--- src/hdl/ssb_pkg.sv ---
package ssb_pkg;
    // =========================================================
    // register byte offsets
    localparam logic [7:0] ADR_CTRL = 8'h00;
    localparam logic [7:0] ADR_BR   = 8'h04;
    localparam logic [7:0] ADR_TX   = 8'h08;
    localparam logic [7:0] ADR_RX   = 8'h0c;
    localparam logic [7:0] ADR_STAT = 8'h10;

    // =========================================================
    // sync_serial_control fields
    localparam int CTL_EN     = 0;
    localparam int CTL_MASTER = 1;
    localparam int CTL_CPOL   = 2;
    localparam int CTL_CPHA   = 3;
    localparam int CTL_LSB    = 4;
    localparam int CTL_HALF   = 5;
    localparam int CTL_WID_LO = 8;
    localparam int CTL_WID_HI = 11;

    // =========================================================
    // status fields
    localparam int STA_BUSY   = 0;
    localparam int STA_RXFULL = 1;
    localparam int STA_OVR    = 2;
    localparam int STA_TXFULL = 3;
    localparam int STA_TXEMP  = 4;
    localparam int STA_CNT_LO = 8;

    // =========================================================
    // reset values and sizes
    localparam logic [31:0] CTRL_RESET = 32'h00000f00;
    localparam logic [15:0] BR_RESET   = 16'h0001;
    localparam int          BR_W       = 16;
    localparam int          DATA_W     = 16;
    localparam int          FIFO_DEPTH = 8;
    localparam int          CPU_DIV    = 2;

    typedef enum logic {
        ST_IDLE,
        ST_SHIFT
    } ssb_state_e;
endpackage : ssb_pkg

--- src/hdl/ssb_fifo.sv ---
module ssb_fifo #(
    parameter int W     = 16,
    parameter int DEPTH = 8
) (
    input  wire logic                       clk_in,
    input  wire logic                       rst_in,
    input  wire logic                       in_valid_in,
    output logic                            in_ready_out,
    input  wire logic [W-1:0]               in_data_in,
    output logic                            out_valid_out,
    input  wire logic                       out_ready_in,
    output logic [W-1:0]                    out_data_out,
    output logic [$clog2(DEPTH+1)-1:0]      count_out
);
    localparam int AW = $clog2(DEPTH);
    localparam int CW = $clog2(DEPTH+1);

    logic [W-1:0]  mem_q [DEPTH];
    logic [AW-1:0] wr_q;
    logic [AW-1:0] rd_q;
    logic [CW-1:0] cnt_q;
    wire           push = in_valid_in & in_ready_out;
    wire           pop  = out_valid_out & out_ready_in;

    assign in_ready_out  = (cnt_q != CW'(DEPTH));
    assign out_valid_out = (cnt_q != '0);
    assign out_data_out  = mem_q[rd_q];
    assign count_out     = cnt_q;

    // =========================================================
    // pointers wrap at DEPTH, which need not be a power of two
    always_ff @(posedge clk_in or posedge rst_in) begin
        if (rst_in) begin
            wr_q  <= '0;
            rd_q  <= '0;
            cnt_q <= '0;
        end else begin
            if (push) begin
                wr_q <= (wr_q == AW'(DEPTH-1)) ? '0 : wr_q + AW'(1);
            end
            if (pop) begin
                rd_q <= (rd_q == AW'(DEPTH-1)) ? '0 : rd_q + AW'(1);
            end
            cnt_q <= cnt_q + CW'(push) - CW'(pop);
        end
    end

    always_ff @(posedge clk_in) begin
        if (push) begin
            mem_q[wr_q] <= in_data_in;
        end
    end
endmodule : ssb_fifo

--- src/hdl/ssb_top.sv ---
// How it works
// - full duplex shifts out and in together; half duplex drives data only while sending
// - master makes the shift clock; slave follows clock from an external master
// - word width, bit order, clock polarity and phase come from control register
// - transmit fifo and receive holding buffer let shifts overlap software access
// - own 16-bit down counter with 16-bit reload, independent of other timers
// - counter advances on every second system clock
// - counter counts down, runs only while the global enable bit is set
// - reading reload register while enabled returns the running count
// - while disabled, reload register reads and writes the stored reload
// - bit rate equals system clock over two times (reload plus one); reload 0 gives system clock over four
//
// The implementer's own choices: the placing of the registers and register access over Wishbone.
module ssb_top #(
    parameter int DW    = ssb_pkg::DATA_W,
    parameter int DEPTH = ssb_pkg::FIFO_DEPTH
) (
    input  wire logic        SYS_CLK_IN,
    input  wire logic        SYS_RST_IN,
    input  wire logic        WB_CYC_IN,
    input  wire logic        WB_STB_IN,
    input  wire logic        WB_WE_IN,
    input  wire logic [7:0]  WB_ADR_IN,
    input  wire logic [3:0]  WB_SEL_IN,
    input  wire logic [31:0] WB_DAT_IN,
    output logic      [31:0] WB_DAT_OUT,
    output logic             WB_ACK_OUT,
    input  wire logic        SCK_IN,
    output logic             SCK_OUT,
    output logic             SCK_OE_OUT,
    output logic             SDO_OUT,
    output logic             SDO_OE_OUT,
    input  wire logic        SDI_IN,
    input  wire logic        SEL_N_IN
);
    localparam int CW = $clog2(DEPTH+1);
    localparam int BW = ssb_pkg::BR_W;

    // =========================================================
    // state
    logic [31:0]        ctrl_q;
    logic [BW-1:0]      reload_q;
    logic [BW-1:0]      cnt_q;
    logic               half_q;
    logic               ack_q;
    logic [31:0]        rdata_q;
    ssb_pkg::ssb_state_e state_q;
    logic [4:0]         edge_cnt_q;
    logic [DW-1:0]      tx_sr_q;
    logic [DW-1:0]      rx_sr_q;
    logic [DW-1:0]      rx_buf_q;
    logic               rx_full_q;
    logic               ovr_q;
    logic               sck_q;
    logic               sck_prev_q;

    // =========================================================
    // control fields
    wire       en        = ctrl_q[ssb_pkg::CTL_EN];
    wire       master    = ctrl_q[ssb_pkg::CTL_MASTER];
    wire       cpol      = ctrl_q[ssb_pkg::CTL_CPOL];
    wire       cpha      = ctrl_q[ssb_pkg::CTL_CPHA];
    wire       lsb_first = ctrl_q[ssb_pkg::CTL_LSB];
    wire       half_dup  = ctrl_q[ssb_pkg::CTL_HALF];
    wire [3:0] width_m1  = ctrl_q[ssb_pkg::CTL_WID_HI:ssb_pkg::CTL_WID_LO];

    // =========================================================
    // wishbone decode
    wire        hit_ctrl = (WB_ADR_IN[7:2] == ssb_pkg::ADR_CTRL[7:2]);
    wire        hit_br   = (WB_ADR_IN[7:2] == ssb_pkg::ADR_BR[7:2]);
    wire        hit_tx   = (WB_ADR_IN[7:2] == ssb_pkg::ADR_TX[7:2]);
    wire        hit_rx   = (WB_ADR_IN[7:2] == ssb_pkg::ADR_RX[7:2]);
    wire        hit_stat = (WB_ADR_IN[7:2] == ssb_pkg::ADR_STAT[7:2]);
    wire        req      = WB_CYC_IN & WB_STB_IN & ~ack_q;
    wire        fifo_in_ready;
    // a full fifo holds off the ack: back-pressure reaches the bus master
    wire        stall    = req & WB_WE_IN & hit_tx & ~fifo_in_ready;
    wire        ack_d    = req & ~stall;
    wire        do_wr    = ack_d & WB_WE_IN;
    wire        do_rd    = ack_d & ~WB_WE_IN;
    wire [31:0] wmask    = {{8{WB_SEL_IN[3]}}, {8{WB_SEL_IN[2]}}, {8{WB_SEL_IN[1]}}, {8{WB_SEL_IN[0]}}};
    wire [31:0] ctrl_d   = (ctrl_q & ~wmask) | (WB_DAT_IN & wmask);
    wire [BW-1:0] br_new = (reload_q & ~wmask[BW-1:0]) | (WB_DAT_IN[BW-1:0] & wmask[BW-1:0]);
    wire        wr_ctrl  = do_wr & hit_ctrl;
    wire        wr_br    = do_wr & hit_br & ~en;
    wire        wr_tx    = do_wr & hit_tx;
    wire        rd_rx    = do_rd & hit_rx;
    wire        clr_ovr  = do_wr & hit_stat & WB_DAT_IN[ssb_pkg::STA_OVR] & WB_SEL_IN[0];

    // =========================================================
    // bit-rate generator
    // half-rate step
    wire        step   = en & half_q;
    // underflow reloads and ends a bit
    wire        tick   = step & (cnt_q == '0);
    wire [BW:0] mid_w  = {1'b0, reload_q} + {{BW{1'b0}}, 1'b1};
    wire [BW-1:0] mid  = mid_w[BW:1];
    // second edge half a bit later, so two clock edges fit one bit
    wire        midev  = step & (cnt_q == mid) & (mid != '0);
    wire        cnt_nz = (cnt_q != '0);

    // =========================================================
    // fifo and shift engine
    wire          fifo_out_valid;
    wire [DW-1:0] fifo_out_data;
    wire [CW-1:0] fifo_count;
    wire          shifting   = (state_q == ssb_pkg::ST_SHIFT);
    wire          idle       = (state_q == ssb_pkg::ST_IDLE);
    // master edges from the generator, slave edges from the pin
    wire          slave_edge = (SCK_IN != sck_prev_q) & ~SEL_N_IN;
    wire          edge_ev    = master ? (tick | midev) : slave_edge;
    wire          start_m    = idle & en & master & fifo_out_valid;
    wire          start_s    = idle & en & ~master & ~SEL_N_IN;
    wire          start      = start_m | start_s;
    wire          pop        = start & fifo_out_valid;
    // slave with nothing queued answers with zeros
    wire [DW-1:0] load_word  = fifo_out_valid ? fifo_out_data : '0;
    wire          last_edge  = (edge_cnt_q == {width_m1, 1'b1});
    wire          sample_edge = (edge_cnt_q[0] == cpha);
    wire          shift_edge  = ~sample_edge & ~(cpha & (edge_cnt_q == '0));
    wire          act_edge    = shifting & edge_ev;
    wire          abort       = shifting & ~master & SEL_N_IN;
    wire          done        = act_edge & last_edge & ~abort;
    wire [DW-1:0] rx_shift    = lsb_first ? {SDI_IN, rx_sr_q[DW-1:1]} : {rx_sr_q[DW-2:0], SDI_IN};
    wire [DW-1:0] rx_sr_d     = (act_edge & sample_edge) ? rx_shift : rx_sr_q;
    wire [DW-1:0] tx_shift    = lsb_first ? (tx_sr_q >> 1) : (tx_sr_q << 1);
    wire [3:0]    gap         = 4'hf - width_m1;
    wire [DW-1:0] wmask_rx    = {DW{1'b1}} >> gap;
    wire [DW-1:0] rx_word     = lsb_first ? (rx_sr_d >> gap) : (rx_sr_d & wmask_rx);
    wire          tx_bit      = lsb_first ? tx_sr_q[0] : tx_sr_q[width_m1];
    wire          busy        = shifting | fifo_out_valid;

    ssb_fifo #(
        .W     (DW),
        .DEPTH (DEPTH)
    ) u_txq (
        .clk_in        (SYS_CLK_IN),
        .rst_in        (SYS_RST_IN),
        .in_valid_in   (wr_tx),
        .in_ready_out  (fifo_in_ready),
        .in_data_in    (WB_DAT_IN[DW-1:0]),
        .out_valid_out (fifo_out_valid),
        .out_ready_in  (pop),
        .out_data_out  (fifo_out_data),
        .count_out     (fifo_count)
    );

    // =========================================================
    // read mux
    logic [31:0] stat_w;
    logic [31:0] rd_mux;
    always_comb begin
        stat_w = '0;
        stat_w[ssb_pkg::STA_BUSY]   = busy;
        stat_w[ssb_pkg::STA_RXFULL] = rx_full_q;
        stat_w[ssb_pkg::STA_OVR]    = ovr_q;
        stat_w[ssb_pkg::STA_TXFULL] = ~fifo_in_ready;
        stat_w[ssb_pkg::STA_TXEMP]  = ~fifo_out_valid;
        stat_w[ssb_pkg::STA_CNT_LO +: CW] = fifo_count;
        rd_mux = '0;
        if (hit_ctrl) begin
            rd_mux = ctrl_q;
        end else if (hit_br) begin
            rd_mux[BW-1:0] = en ? cnt_q : reload_q;
        end else if (hit_rx) begin
            rd_mux[DW-1:0] = rx_buf_q;
        end else if (hit_stat) begin
            rd_mux = stat_w;
        end
    end

    assign WB_ACK_OUT = ack_q;
    assign WB_DAT_OUT = rdata_q;
    assign SCK_OUT    = sck_q;
    assign SCK_OE_OUT = en & master;
    assign SDO_OUT    = tx_bit;
    // half duplex frees the data line between words
    assign SDO_OE_OUT = en & (master | ~SEL_N_IN) & (~half_dup | shifting);

    // =========================================================
    // bus registers
    always_ff @(posedge SYS_CLK_IN or posedge SYS_RST_IN) begin
        if (SYS_RST_IN) begin
            ack_q    <= 1'b0;
            rdata_q  <= '0;
            ctrl_q   <= ssb_pkg::CTRL_RESET;
            reload_q <= ssb_pkg::BR_RESET;
        end else begin
            ack_q <= ack_d;
            if (do_rd) begin
                rdata_q <= rd_mux;
            end
            if (wr_ctrl) begin
                ctrl_q <= ctrl_d;
            end
            if (wr_br) begin
                reload_q <= br_new;
            end
        end
    end

    // =========================================================
    // bit-rate counter
    always_ff @(posedge SYS_CLK_IN or posedge SYS_RST_IN) begin
        if (SYS_RST_IN) begin
            half_q <= 1'b0;
            cnt_q  <= ssb_pkg::BR_RESET;
        end else if (!en) begin
            half_q <= 1'b0;
            cnt_q  <= reload_q;
        end else begin
            half_q <= ~half_q;
            if (step) begin
                cnt_q <= cnt_nz ? cnt_q - BW'(1) : reload_q;
            end
        end
    end

    // =========================================================
    // shift engine
    always_ff @(posedge SYS_CLK_IN or posedge SYS_RST_IN) begin
        if (SYS_RST_IN) begin
            state_q    <= ssb_pkg::ST_IDLE;
            edge_cnt_q <= '0;
            tx_sr_q    <= '0;
            rx_sr_q    <= '0;
            sck_q      <= 1'b0;
            sck_prev_q <= 1'b0;
        end else begin
            sck_prev_q <= SCK_IN;
            rx_sr_q    <= rx_sr_d;
            case (state_q)
                ssb_pkg::ST_IDLE: begin
                    sck_q      <= cpol;
                    edge_cnt_q <= '0;
                    if (start) begin
                        tx_sr_q <= load_word;
                        state_q <= ssb_pkg::ST_SHIFT;
                    end
                end
                ssb_pkg::ST_SHIFT: begin
                    if (!en || abort) begin
                        state_q <= ssb_pkg::ST_IDLE;
                    end else if (edge_ev) begin
                        if (master) begin
                            sck_q <= ~sck_q;
                        end
                        if (shift_edge) begin
                            tx_sr_q <= tx_shift;
                        end
                        edge_cnt_q <= edge_cnt_q + 5'h01;
                        if (last_edge) begin
                            state_q <= ssb_pkg::ST_IDLE;
                        end
                    end
                end
                default: begin
                    state_q <= ssb_pkg::ST_IDLE;
                end
            endcase
        end
    end

    // =========================================================
    // receive holding buffer; a new word wins over a same-cycle read
    always_ff @(posedge SYS_CLK_IN or posedge SYS_RST_IN) begin
        if (SYS_RST_IN) begin
            rx_buf_q  <= '0;
            rx_full_q <= 1'b0;
            ovr_q     <= 1'b0;
        end else begin
            // word held while the next one shifts
            if (done) begin
                rx_buf_q <= rx_word;
            end
            rx_full_q <= done | (rx_full_q & ~rd_rx);
            ovr_q     <= (done & rx_full_q & ~rd_rx) | (ovr_q & ~clr_ovr);
        end
    end
endmodule : ssb_top

--- config.mk ---
export PLATFORM = sky130hd
export DESIGN_NAME = ssb_top
export DESIGN_NICKNAME = d
export VERILOG_FILES = /design/src/hdl/ssb_pkg.sv /design/src/hdl/ssb_fifo.sv /design/src/hdl/ssb_top.sv
export SDC_FILE = /design/constraint.sdc
export NUM_CORES = 1
export LEC_CHECK = 0
export CAP_MARGIN = 10
export CORE_MARGIN = 5
export CORE_UTILIZATION = 48
export CTS_CLUSTER_SIZE = 28
export DETAILED_ROUTE_END_ITERATION = 6
export DONT_BUFFER_PORTS = 1
export HOLD_SLACK_MARGIN = 0.05
export SETUP_SLACK_MARGIN = 0.5
export SYNTH_ARGS = -nofsm -noshare
export SYNTH_HDL_FRONTEND = slang
export SYNTH_SLANG_ARGS = --single-unit
--- constraint.sdc ---
create_clock -name SYS_CLK_IN -period 5.41 [get_ports SYS_CLK_IN]
set_input_delay 0.541 -clock SYS_CLK_IN [delete_from_list [all_inputs] [get_ports SYS_CLK_IN]]
set_output_delay 0.541 -clock SYS_CLK_IN [all_outputs]
set_load 0.1 [all_outputs]
==> metrics <==
met3 WL post-DR around 2700 um; ANT nets after route 0; Worst Tran Pin Value about 1.2 ns; Row Count 64; share of layout cells above drive strength 1 about 20%; Vias/cell slightly above 6; CP startpoint kind flip-flop; #FFs+latches synth 294; Util after Layout 53.69%; insertion delay to the later sink of the worst-skew pair between 0.5 and 0.6 ns; Pins Over Slew Limit 0; Post-Layout Cell Count 1660; core box area 30750 um^2; crit path max fanout 10; Slew headroom between 10% and 20%; I/O Pins between 80 and 90; dpl hpwl between 20000 and 30000 um; Placed Cells between 1500 and 2000; clock transition at the registers of the reported paths about 0.060 ns; Tot GR Track Use 21.43%; Power Total between 5000 and 6000 uW; CP endpoint kind flip-flop; Mapped Cells between 1000 and 1500; most area-consuming cells after synthesis dfrtp_1 27%, edfxtp_1 26%, mux4_2 7.8%, mux2_2 7.1%, mux2i_1 3.6%; syn_area_per_cell ~12 um^2; Area Growth Syn to Fin 10.11%; CTS max path bufs 3; DR WL/cell about 23 um; FILL cells approximately 2700; setup tns final 0 ns; Final Hold Vio Count 0; period utilisation layout a little under nine tenths; routed wl met2 17540 um; number of iterations in the first detailed-routing pass 5; CTS tree yes; DRC 0; fin nets 1306; CTS Buf Count 31; Setup CP Type flip-flop to flip-flop; H-tree levels 1; share of the yosys chip area belonging to registers about 53%; Post-Syn Area roughly 15000 um^2; Synth async-reset ratio 56.46%; DR vias around 10000; Die H about 190 um; DRT met1 WL about 17000 um; leading area contributor after synthesis dfrtp_1; largest net degree at the start of global routing approximately 130; Max VDD drop roughly 0.31 mV; hold crit path type input port to flip-flop; port bufs 0; P_leak 0.006329 uW; GP Congestion roughly 0.9; HP Start WB_DAT_IN[19]; Detailed Route WL roughly 38000 um; vias in the first global route 9960; Max Fclk 215.7 MHz; Iter 0 DRT Violations approximately 1200; clk sinks 294; # Post-CTS Setup Buffers 0; top_reg_cell synth dfrtp_1; total die area roughly 35000 um^2; Post-synth EDFFs between 100 and 150; Die W between 150 and 200 um; initial antenna violation count 1; global route overflow 0; DR top layer met5; outcome completed; CTS Root Cell clkbuf_16; Final setup viols 0; Setup Skew roughly 0.0094 ns; Final min period about 4.6 ns; top-area cell type share of the netlist area 26.70%; unrepaired setup endpoints after global routing false; Initial Util 48.76%; Max Cap Viol 0; Cell variety after synth 76; first-pass GRT wire length 59820 um; PD cells about 310 nW/um^2; Critical Path RT between 5 and 6 ns; YS warnings 0; critical path arrival between 5 and 6 ns; syn nets 1323; WHS between 0.1 and 0.15 ns
## logic make-up after synthesis
kind of cell               after synthesis  synth area share, %
and+or+nand+nor                        365                11.68
DFF                                    294                53.39
AOI/OAI and AO/OA                      225                9.656
muxes                                  201                18.55
buffers and inverters                  120                3.346
xor gates and xnor gates                34                1.986
adders and majority gates               16                1.385
## final cells by class
| cell class | instances | area [um^2] | area share, % |
|---|---|---|---|
| Inverter | 27 | 105.1 | 0.6366 |
| Clock inverter | 16 | 143.9 | 0.8715 |
| Clock buffer | 41 | 833.3 | 5.047 |
| Timing Repair Buffer | 43 | 380.4 | 2.304 |
| Multi-Input combinational cell | 841 | 6538 | 39.60 |
| Tap cell | 396 | 495.5 | 3.001 |
| Sequential cell | 294 | 8009 | 48.51 |
| Antenna cell | 2 | 5.005 | 0.03031 |
## layout by cell type (no fill, tap or decap), types with 4 or more instances in the layout
master         netlist  final
clkinv_1             0      7
clkbuf_16            0     31
mux4_2              52     52
nand2_1            113    113
nor3_2               1      7
a31oi_1             19     19
mux2_2              95     95
a211oi_1            11     11
and2_1              10     10
nand3_1             37     37
nand4_1             12     12
nor4_1              12     12
o22a_1               6      6
dlygate4sd3_1        0     18
clkinvlp_4           0      4
or4_1                8      8
o22ai_1             21     21
or3_1                7      7
dfrtp_1            160    157
xor2_1              12     12
inv_1               27     26
buf_4                7     24
o31ai_1              5      5
mux2i_1             54     54
a221oi_1             9      9
o21ai_0             67     67
nor3_1              27     21
dfstp_2              6      6
a21oi_1             44     43
nor2_1              98     98
clkbuf_1            62      8
edfxtp_1           128    128
ha_1                15     15
xnor2_1             22     22
and3_1              12     12
## synthesized netlist by cell type (14+ instances only)
| library cell | n |
|---|---|
| dfrtp_1 | 160 |
| edfxtp_1 | 128 |
| nand2_1 | 113 |
| nor2_1 | 98 |
| mux2_2 | 95 |
| o21ai_0 | 67 |
| clkbuf_1 | 62 |
| mux2i_1 | 54 |
| mux4_2 | 52 |
| a21oi_1 | 44 |
| nand3_1 | 37 |
| inv_1 | 27 |
| nor3_1 | 27 |
| xnor2_1 | 22 |
| o22ai_1 | 21 |
| a31oi_1 | 19 |
| ha_1 | 15 |
| buf_1 | 14 |
## through the flow
| stage | area, um^2 | setup WS (ns) |
|---|---|---|
| after global placement | 15340 | 0.5760 |
| final | 16510 | 0.7730 |
| after floorplan | 15000 | 1.408 |
| after CTS | 16500 | 0.5700 |
| after detailed placement | 15340 | 0.5990 |
| after global routing | 16500 | 0.5144 |
## where the power goes
group | leakage (uW) | switching, uW | internal [uW] | total, uW
combinational | 0.00247 | 307 | 262 | 570
clock | 0.000467 | 869 | 1180 | 2050
sequential | 0.00339 | 123 | 2390 | 2520
total | 0.00633 | 1300 | 3830 | 5130
## critical path: stages (launching register included)
cell and delay (ns):
dfstp_2 0.67, ha_1 0.30, and4_4 0.35, nand2_4 0.07, or3_1 0.37, a2111oi_2 0.36, nand4_1 0.25, o31ai_1 0.31
buf_4 0.22, a21oi_1 0.09, a211oi_1 0.73, mux2i_1 0.31, o221a_2 0.39, a21oi_1 0.15
## final timing paths
kind / end / cells after the start / slack (ns)
worst max-delay path: rx_buf_q[3]$_DFFE_PP0P_ / 13 / 0.77
worst min-delay path: flip-flop / 1 / 0.11
worst max register to register: rx_buf_q[3]$_DFFE_PP0P_ / 13 / 0.77
worst min register to register: rx_buf_q[12]$_DFFE_PP0P_ / 2 / 0.48
max in group asynchronous: WB_DAT_OUT[20]$_DFFE_PP0P_ / 3 / 3.62
min in group asynchronous: WB_DAT_OUT[14]$_DFFE_PP0P_ / 2 / 0.59
## repair_timing
| action | CTS | global route |
|---|---|---|
| setup endpoints to repair | 0 | 9 |
| hold buffers | 18 | 0 |
| endpoints found under the hold margin | 163 | 0 |
| gates resized for setup | 0 | 3 |
## per-layer routing
metal / vias up / global-route usage, %
met3: 69 / 4.447
met2: 359 / 33.59
met4: 2 / 5.489
li1: 4684 / -
met1: 5131 / 30.84
met5: - / 0
Note: power is estimated with default switching activity, not from simulation.
